`src/rtl/dce_pkg.sv`:
```
// Constants, types and decode helpers for the debug command host controller
//////////////////////////////////////////////////////////////////////////////
// How it works
// - Each operation opens with a command byte that sets follow-on count and routing.
// - Host recovers from bad sequences by reloading the instruction field, then debug.
// - 22h takes address then word count, low bytes first; command 0010b.
// - 23h takes stack address then count, low first; words come descending.
// - 24h takes register address then data, low first; no side-effect protection.
// - 25h takes memory address then data, low first; command 0101b.
// - 28h jumps to ROM at once, then 32 password bytes, lowest byte first.
// - 29h takes two address bytes, low first; ROM returns 16 bits low first.
// - Output comes one byte per host shift, valid only with status 11b.
// - Host treats output finished and engine free only at status 01b; non-ROM commands end after the command byte with no status check.
// - Host watches status to pace data sent and output read; the controller sends command and follow-on bytes without a status check.
//////////////////////////////////////////////////////////////////////////////
package dce_pkg;

	// Clock and link timing
	localparam int CLK_PERIOD_NS   = 8;
	localparam int TCK_HALF_NS     = 32;
	localparam int TCK_HALF_CYC    = (TCK_HALF_NS + CLK_PERIOD_NS - 1) / CLK_PERIOD_NS;
	localparam logic [2:0] TCK_HIGH_AT  = 3'(TCK_HALF_CYC);
	localparam logic [2:0] TCK_LAST_CYC = 3'(2 * TCK_HALF_CYC - 1);

	// Scan shapes
	localparam logic [3:0] DR_WORD_LEN = 4'ha;
	localparam logic [3:0] IR_LEN      = 4'h3;
	localparam logic [4:0] DR_PRE_LEN  = 5'h3;
	localparam logic [4:0] IR_PRE_LEN  = 5'h4;
	localparam logic [3:0] DR_PRE_TMS  = 4'h1; // Bit 0 first: 1,0,0
	localparam logic [3:0] IR_PRE_TMS  = 4'h3; // Bit 0 first: 1,1,0,0
	localparam logic [2:0] IR_BYPASS   = 3'h7;
	localparam int         WORD_STAT_LSB = 8;

	// Status codes in the shifted word
	localparam logic [1:0] ST_NONDEBUG = 2'h0;
	localparam logic [1:0] ST_IDLE     = 2'h1;
	localparam logic [1:0] ST_BUSY     = 2'h2;
	localparam logic [1:0] ST_VALID    = 2'h3;

	// Debug mode opcodes
	localparam logic [7:0] OP_NOP     = 8'h20;
	localparam logic [7:0] OP_MAP     = 8'h21;
	localparam logic [7:0] OP_RD_MEM  = 8'h22;
	localparam logic [7:0] OP_RD_STK  = 8'h23;
	localparam logic [7:0] OP_WR_REG  = 8'h24;
	localparam logic [7:0] OP_WR_MEM  = 8'h25;
	localparam logic [7:0] OP_TRACE   = 8'h26;
	localparam logic [7:0] OP_RETURN  = 8'h27;
	localparam logic [7:0] OP_UNLOCK  = 8'h28;
	localparam logic [7:0] OP_RD_REG  = 8'h29;
	localparam logic [5:0] PWD_BYTES  = 6'h20;

	// Register map of the controller
	localparam logic [7:0] OFF_CTRL = 8'h00;
	localparam logic [7:0] OFF_ARG  = 8'h04;
	localparam logic [7:0] OFF_TXB  = 8'h08;
	localparam logic [7:0] OFF_STAT = 8'h0c;
	localparam logic [7:0] OFF_RXB  = 8'h10;
	localparam int CTRL_START_BIT   = 8;
	localparam int CTRL_RECOVER_BIT = 9;
	localparam logic [31:0] ARG_RESET = 32'h0000_0000;

	// Request to the scan engine and its answer
	typedef struct packed {
		logic       go;
		logic       is_ir;
		logic [9:0] data;
	} dce_tap_req_s;

	typedef struct packed {
		logic       done;
		logic [9:0] data;
	} dce_tap_rsp_s;

	// Follow-on byte count for a command byte
	function automatic logic [5:0] dce_follow_count(input logic [7:0] op);
		case (op)
			OP_RD_MEM, OP_RD_STK, OP_WR_REG, OP_WR_MEM: dce_follow_count = 6'h4;
			OP_RD_REG: dce_follow_count = 6'h2;
			OP_UNLOCK: dce_follow_count = PWD_BYTES;
			default:   dce_follow_count = 6'h0;
		endcase
	endfunction : dce_follow_count

	// Commands served by the ROM, which end at status idle
	function automatic logic dce_rom_assisted(input logic [7:0] op);
		case (op)
			OP_MAP, OP_RD_MEM, OP_RD_STK, OP_WR_REG, OP_WR_MEM, OP_UNLOCK, OP_RD_REG:
				dce_rom_assisted = 1'b1;
			default:
				dce_rom_assisted = 1'b0;
		endcase
	endfunction : dce_rom_assisted

endpackage : dce_pkg

```
`src/rtl/dce_sync.sv`:
```
// Two-stage synchroniser for a pin from outside the clock domain
`timescale 1ns/100ps
module dce_sync
	import dce_pkg::*;
(
	input  wire logic pclk,
	input  wire logic presetn,
	input  wire logic din,
	output logic      dout
);
	typedef struct packed {
		logic meta;
		logic sync;
	} dce_sync_s;

	dce_sync_s st_reg;
	dce_sync_s st_next;

	// Only the second stage is visible outside
	always_comb
	begin
		st_next.meta = din;
		st_next.sync = st_reg.meta;
	end

	always_ff @(posedge pclk or negedge presetn)
	begin
		if (!presetn)
			st_reg <= '0;
		else
			st_reg <= st_next;
	end

	assign dout = st_reg.sync;
endmodule : dce_sync

```
`src/rtl/dce_tap.sv`:
```
// Scan engine: one IR or DR scan from run-test/idle back to run-test/idle
`timescale 1ns/100ps
module dce_tap
	import dce_pkg::*;
(
	input  wire logic         pclk,
	input  wire logic         presetn,
	input  dce_tap_req_s      req,
	output dce_tap_rsp_s      rsp,
	input  wire logic         tdo_sync,
	output logic              tck,
	output logic              tms,
	output logic              tdi
);
	typedef enum logic [1:0] {
		T_IDLE = 2'b01,
		T_RUN  = 2'b10
	} dce_tap_e;

	typedef struct packed {
		dce_tap_e   state;
		logic       is_ir;
		logic [4:0] idx;
		logic [2:0] div;
		logic [9:0] tx;
		logic [9:0] rx;
		logic       tck;
		logic       tms;
		logic       tdi;
		logic       done;
	} dce_tap_s;

	dce_tap_s   st_reg;
	dce_tap_s   st_next;
	logic [4:0] pre_len;
	logic [4:0] shift_end;
	logic [4:0] rel;
	logic       in_shift;

	// Scan shape for the current bit index
	always_comb
	begin
		pre_len   = st_reg.is_ir ? IR_PRE_LEN : DR_PRE_LEN;
		shift_end = pre_len + (st_reg.is_ir ? {1'b0, IR_LEN} : {1'b0, DR_WORD_LEN});
		rel       = st_reg.idx - pre_len;
		in_shift  = (st_reg.idx >= pre_len) && (st_reg.idx < shift_end);
	end

	// Each bit is one full TCK period; TMS and TDI change while TCK is low
	always_comb
	begin
		st_next      = st_reg;
		st_next.done = 1'b0;
		case (st_reg.state)
			T_IDLE:
			begin
				st_next.tck = 1'b0;
				if (req.go)
				begin
					st_next.state = T_RUN;
					st_next.is_ir = req.is_ir;
					st_next.tx    = req.data;
					st_next.idx   = '0;
					st_next.div   = '0;
				end
			end
			T_RUN:
			begin
				st_next.div = st_reg.div + 3'h1;
				st_next.tck = (st_next.div >= TCK_HIGH_AT);
				if (st_reg.div == 3'h0)
				begin
					if (st_reg.idx < pre_len)
						st_next.tms = st_reg.is_ir ? IR_PRE_TMS[st_reg.idx[1:0]]
						                           : DR_PRE_TMS[st_reg.idx[1:0]];
					else if (in_shift)
						st_next.tms = (st_reg.idx == shift_end - 5'h1);
					else
						st_next.tms = (st_reg.idx == shift_end);
					st_next.tdi = in_shift ? st_reg.tx[rel[3:0]] : 1'b0;
				end
				// Sample late in the high phase; TDO moves only on the falling edge
				if (st_reg.div == TCK_LAST_CYC)
				begin
					st_next.div = '0;
					st_next.tck = 1'b0;
					st_next.idx = st_reg.idx + 5'h1;
					if (in_shift)
						st_next.rx = {tdo_sync, st_reg.rx[9:1]};
					if (st_reg.idx == shift_end + 5'h1)
					begin
						st_next.state = T_IDLE;
						st_next.done  = 1'b1;
						if (st_reg.is_ir)
							st_next.rx = '0;
					end
				end
			end
			default:
				st_next.state = T_IDLE;
		endcase
	end

	always_ff @(posedge pclk or negedge presetn)
	begin
		if (!presetn)
		begin
			st_reg       <= '0;
			st_reg.state <= T_IDLE;
		end
		else
			st_reg <= st_next;
	end

	assign tck      = st_reg.tck;
	assign tms      = st_reg.tms;
	assign tdi      = st_reg.tdi;
	// One driver for the whole answer struct
	assign rsp      = {st_reg.done, st_reg.rx};

	// A started scan always finishes within its bit budget
	chk_scan_ends: assert property (@(posedge pclk) disable iff (!presetn)
		(st_reg.state == T_IDLE && req.go) |=> ##[1:160] st_reg.done)
		else $error("scan did not finish");
endmodule : dce_tap

```
`src/rtl/dce_host.sv`:
```
// Debug command host: APB registers in, test-port scans out
//
// The register addresses and the APB register port were chosen for this implementation.
`timescale 1ns/100ps
module dce_host
	import dce_pkg::*;
#(
	parameter logic [2:0] DEBUG_IR = 3'h4 // Debug instruction code, arbitrary default
)
(
	input  wire logic        pclk,
	input  wire logic        presetn,
	input  wire logic        psel,
	input  wire logic        penable,
	input  wire logic        pwrite,
	input  wire logic [7:0]  paddr,
	input  wire logic [31:0] pwdata,
	output logic [31:0]      prdata,
	output logic             pready,
	output logic             pslverr,
	output logic             tck,
	output logic             tms,
	output logic             tdi,
	input  wire logic        tdo
);
	typedef enum logic [5:0] {
		M_IDLE = 6'b000001,
		M_IR   = 6'b000010,
		M_CMD  = 6'b000100,
		M_ARG  = 6'b001000,
		M_POLL = 6'b010000,
		M_END  = 6'b100000
	} dce_host_e;

	typedef struct packed {
		dce_host_e    state;
		logic [7:0]   op;
		logic [31:0]  arg;
		logic [5:0]   cnt;
		logic [5:0]   need;
		logic         tx_pend;
		logic [7:0]   txb;
		logic         rx_valid;
		logic [7:0]   rxb;
		logic [1:0]   last_stat;
		logic         busy;
		logic         tap_busy;
		logic         ir_phase;
		logic         ir_sent;
		dce_tap_req_s req;
		logic [31:0]  prdata;
		logic         pready;
		logic         pslverr;
	} dce_host_s;

	dce_host_s    st_reg;
	dce_host_s    st_next;
	dce_tap_rsp_s rsp;
	logic         tdo_sync;
	logic         acc;
	logic         wr_ctrl;
	logic [1:0]   rsp_stat;
	logic [7:0]   rsp_byte;
	logic         can_issue;

	//////////////////////////////////////////////////////////////////////////
	// Pin synchroniser and scan engine

	dce_sync u_tdo_sync (
		.pclk    (pclk),
		.presetn (presetn),
		.din     (tdo),
		.dout    (tdo_sync)
	);

	dce_tap u_tap (
		.pclk     (pclk),
		.presetn  (presetn),
		.req      (st_reg.req),
		.rsp      (rsp),
		.tdo_sync (tdo_sync),
		.tck      (tck),
		.tms      (tms),
		.tdi      (tdi)
	);

	//////////////////////////////////////////////////////////////////////////
	// Decode helpers

	always_comb
	begin
		acc       = psel && penable && st_reg.pready;
		wr_ctrl   = acc && pwrite && (paddr == OFF_CTRL);
		rsp_stat  = rsp.data[WORD_STAT_LSB +: 2];
		rsp_byte  = rsp.data[7:0];
		can_issue = !st_reg.tap_busy && !st_reg.req.go;
	end

	//////////////////////////////////////////////////////////////////////////
	// Next state: bus slave, then command sequencer

	always_comb
	begin
		st_next        = st_reg;
		st_next.req.go = 1'b0;

		// Zero-wait slave: pready is raised in the access cycle from the setup cycle
		st_next.pready  = psel && !penable;
		st_next.pslverr = 1'b0;
		if (psel && !penable)
		begin
			case (paddr)
				OFF_CTRL: st_next.prdata = {24'h0, st_reg.op};
				OFF_ARG:  st_next.prdata = st_reg.arg;
				OFF_TXB:  st_next.prdata = {24'h0, st_reg.txb};
				OFF_STAT: st_next.prdata = {27'h0, st_reg.tx_pend, st_reg.rx_valid,
				                            st_reg.last_stat, st_reg.busy};
				OFF_RXB:  st_next.prdata = {24'h0, st_reg.rxb};
				default:  st_next.prdata = 32'h0;
			endcase
			st_next.pslverr = !(paddr inside {OFF_CTRL, OFF_ARG, OFF_TXB, OFF_STAT, OFF_RXB});
		end
		if (acc && pwrite)
		begin
			case (paddr)
				OFF_ARG: st_next.arg = pwdata;
				OFF_TXB:
				begin
					st_next.txb     = pwdata[7:0];
					st_next.tx_pend = 1'b1;
				end
				default: ;
			endcase
		end
		// Reading the output byte frees the slot for the next one
		if (acc && !pwrite && paddr == OFF_RXB)
			st_next.rx_valid = 1'b0;
		if (rsp.done)
			st_next.tap_busy = 1'b0;

		// A new command is accepted only while idle
		if (wr_ctrl && pwdata[CTRL_RECOVER_BIT])
		begin
			st_next.state    = M_IR;
			st_next.busy     = 1'b1;
			st_next.ir_phase = 1'b0;
			st_next.ir_sent  = 1'b0;
		end
		else if (wr_ctrl && pwdata[CTRL_START_BIT] && st_reg.state == M_IDLE)
		begin
			st_next.state = M_CMD;
			st_next.op    = pwdata[7:0];
			st_next.busy  = 1'b1;
			st_next.cnt   = '0;
			st_next.need  = dce_follow_count(pwdata[7:0]);
		end
		else
		begin
			case (st_reg.state)
				M_IDLE: ;
				// Leave the debug instruction, then reload it
				M_IR:
				begin
					if (can_issue && !st_reg.ir_sent)
					begin
						st_next.req.go    = 1'b1;
						st_next.req.is_ir = 1'b1;
						st_next.req.data  = {7'h0, st_reg.ir_phase ? DEBUG_IR : IR_BYPASS};
						st_next.tap_busy  = 1'b1;
						st_next.ir_sent   = 1'b1;
					end
					else if (st_reg.ir_sent && rsp.done)
					begin
						st_next.ir_sent  = 1'b0;
						st_next.ir_phase = 1'b1;
						if (st_reg.ir_phase)
							st_next.state = M_END;
					end
				end
				// Command byte goes first; its code fixes what follows
				M_CMD:
				begin
					if (can_issue && !st_reg.ir_sent)
					begin
						st_next.req.go    = 1'b1;
						st_next.req.is_ir = 1'b0;
						st_next.req.data  = {2'b00, st_reg.op};
						st_next.tap_busy  = 1'b1;
						st_next.ir_sent   = 1'b1;
					end
					else if (st_reg.ir_sent && rsp.done)
					begin
						st_next.ir_sent   = 1'b0;
						st_next.last_stat = rsp_stat;
						if (st_reg.need != 6'h0)
							st_next.state = M_ARG;
						else if (dce_rom_assisted(st_reg.op))
							st_next.state = M_POLL;
						else
							st_next.state = M_END;
					end
				end
				// Follow-on bytes, low byte first; password bytes wait for software
				M_ARG:
				begin
					if (can_issue && !st_reg.ir_sent &&
					    (st_reg.op != OP_UNLOCK || st_reg.tx_pend))
					begin
						st_next.req.go    = 1'b1;
						st_next.req.is_ir = 1'b0;
						st_next.tap_busy  = 1'b1;
						st_next.ir_sent   = 1'b1;
						if (st_reg.op == OP_UNLOCK)
						begin
							st_next.req.data = {2'b00, st_reg.txb};
							st_next.tx_pend  = 1'b0;
						end
						else
							st_next.req.data = {2'b00, st_reg.arg[{st_reg.cnt[1:0], 3'h0} +: 8]};
					end
					else if (st_reg.ir_sent && rsp.done)
					begin
						st_next.ir_sent   = 1'b0;
						st_next.last_stat = rsp_stat;
						st_next.cnt       = st_reg.cnt + 6'h1;
						if (st_reg.cnt + 6'h1 == st_reg.need)
							st_next.state = M_POLL;
					end
				end
				// Shift empty bytes; keep only 11b bytes; stop at idle
				M_POLL:
				begin
					if (can_issue && !st_reg.ir_sent && !st_reg.rx_valid)
					begin
						st_next.req.go    = 1'b1;
						st_next.req.is_ir = 1'b0;
						st_next.req.data  = 10'h0;
						st_next.tap_busy  = 1'b1;
						st_next.ir_sent   = 1'b1;
					end
					else if (st_reg.ir_sent && rsp.done)
					begin
						st_next.ir_sent   = 1'b0;
						st_next.last_stat = rsp_stat;
						if (rsp_stat == ST_VALID)
						begin
							st_next.rxb      = rsp_byte;
							st_next.rx_valid = 1'b1;
						end
						else if (rsp_stat == ST_IDLE)
							st_next.state = M_END;
					end
				end
				M_END:
				begin
					st_next.state = M_IDLE;
					st_next.busy  = 1'b0;
				end
				default:
					st_next.state = M_IDLE;
			endcase
		end
	end

	always_ff @(posedge pclk or negedge presetn)
	begin
		if (!presetn)
		begin
			st_reg           <= '0;
			st_reg.state     <= M_IDLE;
			st_reg.arg       <= ARG_RESET;
			st_reg.last_stat <= ST_NONDEBUG;
		end
		else
			st_reg <= st_next;
	end

	assign prdata  = st_reg.prdata;
	assign pready  = st_reg.pready;
	assign pslverr = st_reg.pslverr;

	//////////////////////////////////////////////////////////////////////////
	// Checks

	chk_cmd_first: assert property (@(posedge pclk) disable iff (!presetn)
		(st_reg.state == M_IDLE && wr_ctrl && pwdata[CTRL_START_BIT]
		 && !pwdata[CTRL_RECOVER_BIT]) |=> st_reg.state == M_CMD ##1
		 (st_reg.req.go && st_reg.req.data[7:0] == st_reg.op))
		else $error("command byte not sent first");

	chk_recover_ir: assert property (@(posedge pclk) disable iff (!presetn)
		(wr_ctrl && pwdata[CTRL_RECOVER_BIT]) |=> st_reg.state == M_IR)
		else $error("recovery did not start an instruction scan");

	chk_ir_is_ir: assert property (@(posedge pclk) disable iff (!presetn)
		(st_reg.state == M_IR && st_reg.req.go) |-> st_reg.req.is_ir)
		else $error("recovery used a data scan");

	chk_arg_count: assert property (@(posedge pclk) disable iff (!presetn)
		(st_reg.state == M_ARG && st_next.state == M_POLL)
		|-> st_reg.cnt + 6'h1 == dce_follow_count(st_reg.op))
		else $error("wrong number of follow-on bytes");

	chk_arg_low_first: assert property (@(posedge pclk) disable iff (!presetn)
		(st_reg.state == M_ARG && st_reg.req.go && st_reg.op != OP_UNLOCK
		 && st_reg.cnt == 6'h0) |-> st_reg.req.data[7:0] == st_reg.arg[7:0])
		else $error("follow-on bytes not low first");

	chk_pwd_gate: assert property (@(posedge pclk) disable iff (!presetn)
		(st_reg.state == M_ARG && st_reg.op == OP_UNLOCK && st_next.req.go)
		|-> st_reg.tx_pend ##1 !st_reg.tx_pend)
		else $error("password byte sent without data");

	chk_rx_valid: assert property (@(posedge pclk) disable iff (!presetn)
		$rose(st_reg.rx_valid) |-> st_reg.last_stat == ST_VALID)
		else $error("output byte kept without valid status");

	chk_done_idle: assert property (@(posedge pclk) disable iff (!presetn)
		(st_reg.state == M_POLL && st_next.state == M_END)
		|-> rsp.done && rsp_stat == ST_IDLE)
		else $error("poll ended before status idle");

	chk_poll_stall: assert property (@(posedge pclk) disable iff (!presetn)
		(st_reg.state == M_POLL && st_reg.rx_valid) |-> !st_next.req.go)
		else $error("shifted while output slot was full");
endmodule : dce_host

```
`config.mk`:
```
export PLATFORM = sky130hd
export DESIGN_NAME = dce_host
export DESIGN_NICKNAME = d
export VERILOG_FILES = /design/src/rtl/dce_pkg.sv /design/src/rtl/dce_sync.sv /design/src/rtl/dce_tap.sv /design/src/rtl/dce_host.sv
export SDC_FILE = /design/constraint.sdc
export NUM_CORES = 1
export LEC_CHECK = 0
export BUFFER_PORTS_ARGS = -buffer_cell sky130_fd_sc_hd__buf_2
export CORE_MARGIN = 4
export CORE_UTILIZATION = 53
export CTS_CLUSTER_DIAMETER = 40
export CTS_CLUSTER_SIZE = 20
export DETAILED_ROUTE_END_ITERATION = 6
export HOLD_SLACK_MARGIN = 0.1
export PLACE_DENSITY = 0.85
export SYNTH_ARGS = -nofsm -noshare
export SYNTH_HDL_FRONTEND = slang
export SYNTH_SLANG_ARGS = --single-unit
```
`constraint.sdc`:
```
create_clock -name pclk -period 3.8 [get_ports pclk]
set_clock_uncertainty 0.1 [all_clocks]
set_input_delay 0 -clock pclk [delete_from_list [all_inputs] [get_ports pclk]]
set_output_delay 0 -clock pclk [all_outputs]
set_load 0.05 [all_outputs]
```
==> flow_results.xml <==
<?xml version="1.0" encoding="UTF-8"?>
<metrics>
  <group name="clock_network">
    <metric name="postCtsSetupBuffers" unit="">0</metric>
    <metric name="cts-htree-levels" unit="">4</metric>
    <metric name="numCtsBuffers" unit="">17</metric>
    <metric name="cts_max_path_buffers" unit="">2</metric>
    <metric name="cts_hold_repair.buffers" unit="">46</metric>
    <metric name="cts.reportedPaths.clkPinSlew" unit="ns">0.06</metric>
    <metric name="clock_tree.root_cell" unit="">sky130_fd_sc_hd__clkbuf_16</metric>
    <metric name="clkLatencyLatePin" unit="ns">0.43</metric>
    <metric name="cts_tree" unit="">built</metric>
    <metric name="num_clock_sinks" unit="">158</metric>
    <metric name="ctsResizeCount" unit="">0</metric>
  </group>
  <group name="setup_path">
    <metric name="path_cells" unit="">or4_4 &gt; nor3_4 &gt; o211ai_4 &gt; a221oi_4 &gt; mux2_2</metric>
    <metric name="timing.critical_path.arrival" unit="ns">3.16</metric>
    <metric name="timing.rr.start" unit="">st_reg[123]</metric>
    <metric name="critical_path.max_fanout" unit="">12</metric>
    <metric name="critical-path-max-stage-delay" unit="ns">0.72</metric>
    <metric name="critPathLaunch" unit="">st_reg[123]</metric>
    <metric name="critical_path.slowest_cell" unit="">sky130_fd_sc_hd__a221oi_4</metric>
    <metric name="crit_type" unit="">reg -&gt; reg</metric>
    <metric name="cp-start-kind" unit="">register</metric>
    <metric name="worst_setup_path_end_kind" unit="">register</metric>
    <metric name="cp.buffers_inverters" unit="">0</metric>
    <metric name="worst-endpoint-required" unit="ns">4.01</metric>
    <metric name="critical-path-top-delay-family" unit="">simple AND/OR/NAND/NOR gates</metric>
    <metric name="r2r_slack" unit="ns">0.85</metric>
  </group>
  <group name="detailed_routing">
    <metric name="detailroute.via_count" unit="">6100</metric>
    <metric name="route.final.wire_length" unit="mm">20.5</metric>
    <metric name="tritonroute_pass_1_iters" unit="">5</metric>
    <metric name="drt.antenna.violating_nets" unit="">0</metric>
    <metric name="drt_drc_violations_left" unit="">0</metric>
    <metric name="vias_cell" unit="">6.14</metric>
    <metric name="initialDrtViolationCount" unit="">444</metric>
    <metric name="wl_per_cell" unit="µm">20.6</metric>
  </group>
  <group name="yosys">
    <metric name="synthesis.yosys.warnings" unit="">0</metric>
    <metric name="syn-instance-count" unit="">708</metric>
    <metric name="dominantRegCellSynth" unit="">sky130_fd_sc_hd__dfrtp_1</metric>
    <metric name="synth.cell_area" unit="µm²">8060</metric>
    <metric name="synth.top_cells.by_area" unit="">sky130_fd_sc_hd__dfrtp_1 (48%), sky130_fd_sc_hd__mux2_2 (9.4%), sky130_fd_sc_hd__mux2i_1 (3.6%)</metric>
    <metric name="synth.ff_latch_count" unit="">158</metric>
    <metric name="syn_area_per_cell" unit="µm²">11.4</metric>
    <metric name="synth-seq-area-share" unit="">0.491</metric>
    <metric name="synth.largest_area_cell" unit="">sky130_fd_sc_hd__dfrtp_1</metric>
    <metric name="post-synth-top-area-fraction" unit="">0.484</metric>
    <metric name="synthDistinctLibCells" unit="">69</metric>
    <metric name="syn_nets" unit="">768</metric>
    <metric name="synth_enable_flop_cells" unit="">0</metric>
    <metric name="synth-async-reset-ratio" unit="">1.00</metric>
  </group>
  <group name="pwr">
    <metric name="totalPowerFinal" unit="mW">3.76</metric>
    <metric name="net-switching-power" unit="mW">0.819</metric>
    <metric name="power.share.combinational" unit="">0.044</metric>
    <metric name="internal_power" unit="mW">2.94</metric>
    <metric name="p_sw_frac" unit="">0.218</metric>
    <metric name="share_clk_of_total_power" unit="">0.505</metric>
    <metric name="pwr-share-seq" unit="">0.451</metric>
    <metric name="power.density" unit="nW/µm²">396</metric>
    <metric name="ir_worst_vdd" unit="µV">352</metric>
    <metric name="leakage_component_of_the_power" unit="nW">4.65</metric>
  </group>
  <group name="status">
    <metric name="outcome" unit="">completed</metric>
  </group>
  <group name="hold_path">
    <metric name="min_from" unit="">tdo</metric>
    <metric name="min-delay-path-class" unit="">in -&gt; reg</metric>
  </group>
  <group name="timing">
    <metric name="report.final.slew_viol_count" unit="">0</metric>
    <metric name="grt_setup_unrepaired" unit="">false</metric>
    <metric name="final.period_utilization" unit="">0.775</metric>
    <metric name="period_needed" unit="ns">2.95</metric>
    <metric name="max_slew.worst_pin.slew" unit="ns">0.995</metric>
    <metric name="finalHoldViolCount" unit="">0</metric>
    <metric name="worst_hold_slack" unit="ns">0.128</metric>
    <metric name="fmaxAchievable" unit="MHz">339</metric>
    <metric name="final_setup_violation_count" unit="">0</metric>
    <metric name="relSlewSlack" unit="">0.336</metric>
    <metric name="finalSetupTns" unit="ns">0</metric>
  </group>
  <group name="floorplanning">
    <metric name="die-area" unit="µm²">17200</metric>
    <metric name="row_count" unit="">44</metric>
    <metric name="io-pin-count" unit="">83</metric>
    <metric name="core" unit="µm²">14700</metric>
    <metric name="die_h" unit="µm">131</metric>
    <metric name="die_x" unit="µm">131</metric>
    <metric name="floorplan.initialDensity" unit="">0.548</metric>
  </group>
  <group name="layout">
    <metric name="largest_reg_flops" unit="">89</metric>
    <metric name="area_growth_syn_to_fin" unit="%">17.9</metric>
    <metric name="drive_gt1_frac" unit="">0.283</metric>
    <metric name="stdcell_count" unit="">994</metric>
    <metric name="num_antenna_cells" unit="">0</metric>
    <metric name="final_core_utilization" unit="">0.647</metric>
    <metric name="nNetsFinal" unit="">858</metric>
  </group>
  <group name="global_routing">
    <metric name="grt_antenna_before_repair" unit="">0</metric>
    <metric name="track_usage" unit="">0.239</metric>
    <metric name="gr-total-overflow" unit="">0</metric>
    <metric name="grt_start_max_net_pins" unit="">108</metric>
    <metric name="first_global_vias" unit="">6174</metric>
    <metric name="global_route_wire_length_before_repair" unit="mm">33.2</metric>
  </group>
  <group name="placed_design">
    <metric name="place.detailed.instances" unit="">917</metric>
    <metric name="dp_hpwl" unit="mm">12.8</metric>
    <metric name="port_buffers" unit="">82</metric>
    <metric name="place.gp.congestion" unit="">0.888</metric>
  </group>
  <group name="run">
    <metric name="drv.max_cap_violation_count" unit="">0</metric>
  </group>
</metrics>
## final cells by class
cell class              instances  area, µm²
clock buffers                  19        443
clock inverters                12        209
fillers                       985       5190
inverters                      22       82.6
multi-input cells             463       3630
flip-flops and latches        158       3960
well taps                     184        230
repair buffers                136        950
## kinds of logic (layout without fill, tap and decap cells)
| group | after synthesis | after routing | synth area share |
|---|---|---|---|
| and+or+nand+nor | 219 | 219 | 0.138 |
| DFF | 158 | 158 | 0.491 |
| muxes | 120 | 120 | 0.184 |
| AOI/OAI and AO/OA | 96 | 96 | 0.0896 |
| buffers and inverters | 87 | 189 | 0.0604 |
| adders and majority gates | 14 | 14 | 0.0227 |
| xor gates and xnor gates | 14 | 14 | 0.0152 |
## cell usage in the layout (no fill, tap or decap), types with 4 or more instances in the layout
cell type                       instances
sky130_fd_sc_hd__buf_2                 81
sky130_fd_sc_hd__a211o_1                4
sky130_fd_sc_hd__or3_1                  7
sky130_fd_sc_hd__nor2_1                37
sky130_fd_sc_hd__a21o_1                 5
sky130_fd_sc_hd__ha_1                  13
sky130_fd_sc_hd__mux4_2                10
sky130_fd_sc_hd__xor2_1                 6
sky130_fd_sc_hd__xnor2_1                8
sky130_fd_sc_hd__dfrtp_1              156
sky130_fd_sc_hd__mux2i_1               29
sky130_fd_sc_hd__o21ai_0               23
sky130_fd_sc_hd__bufinv_16              5
sky130_fd_sc_hd__mux2_2                67
sky130_fd_sc_hd__nand2b_1               7
sky130_fd_sc_hd__nor3_1                15
sky130_fd_sc_hd__buf_4                  7
sky130_fd_sc_hd__inv_1                 22
sky130_fd_sc_hd__dlygate4sd3_1         46
sky130_fd_sc_hd__a21oi_1               14
sky130_fd_sc_hd__a31oi_1                8
sky130_fd_sc_hd__o41ai_1                4
sky130_fd_sc_hd__mux2_4                14
sky130_fd_sc_hd__clkbuf_16             17
sky130_fd_sc_hd__o2bb2ai_1              7
sky130_fd_sc_hd__nand3_1               37
sky130_fd_sc_hd__a32oi_1                4
sky130_fd_sc_hd__and3_1                 5
sky130_fd_sc_hd__nor4b_1                4
sky130_fd_sc_hd__nand2_1               75
sky130_fd_sc_hd__nand4_1                5
## metal layers
metal	wire length, µm	vias to the layer above	track usage	share of wire
li1	-	2705	-	-
met1	8060	3042	0.294	0.39
met2	10500	293	0.413	0.51
met3	1410	60	0.0585	0.069
met4	548	0	0.0887	0.027
met5	0	-	0	0
## worst paths after layout
path,endpoint,cells past startpoint
max,st_reg[34],5
min,u_tdo_sync.st_next[0],2
max reg2reg,st_reg[34],5
min reg2reg,u_tdo_sync.dout,0
max in group asynchronous,u_tap.st_reg[17],3
min in group asynchronous,u_tap.tck,2
## cell usage after synthesis (8+ instances only)
cell type	n
sky130_fd_sc_hd__mux2_2	67
sky130_fd_sc_hd__buf_4	36
sky130_fd_sc_hd__nand3_1	37
sky130_fd_sc_hd__nand2_1	75
sky130_fd_sc_hd__a31oi_1	8
sky130_fd_sc_hd__mux2_4	14
sky130_fd_sc_hd__buf_2	8
sky130_fd_sc_hd__o21ai_0	23
sky130_fd_sc_hd__a21oi_1	14
sky130_fd_sc_hd__ha_1	13
sky130_fd_sc_hd__clkbuf_1	14
sky130_fd_sc_hd__inv_1	22
sky130_fd_sc_hd__mux2i_1	29
sky130_fd_sc_hd__mux4_2	10
sky130_fd_sc_hd__xnor2_1	8
sky130_fd_sc_hd__dfrtp_1	156
sky130_fd_sc_hd__nor3_1	15
sky130_fd_sc_hd__nor2_1	37
## metrics by stage
step           instance area [µm²]  setup WS [ns]
3_3_place_gp                  8390          0.953
3_5_place_dp                  8390          0.878
4_1_cts                       9500          0.866
5_1_grt                       9500          0.760
6_report                      9500          0.854
2_1_floorplan                 8060           1.37
## power groups by stage
| stage | clock, mW | sequential [mW] | combinational [mW] |
|---|---|---|---|
| 2_1_floorplan | 0 | 1.73 | 0.0479 |
| 3_3_place_gp | 0 | 1.73 | 0.129 |
| 3_5_place_dp | 0 | 1.73 | 0.130 |
| 4_1_cts | 1.91 | 1.70 | 0.165 |
| 5_1_grt | 1.98 | 1.70 | 0.181 |
| 6_report | 1.90 | 1.70 | 0.167 |
Note: power is estimated with default switching activity, not from simulation.
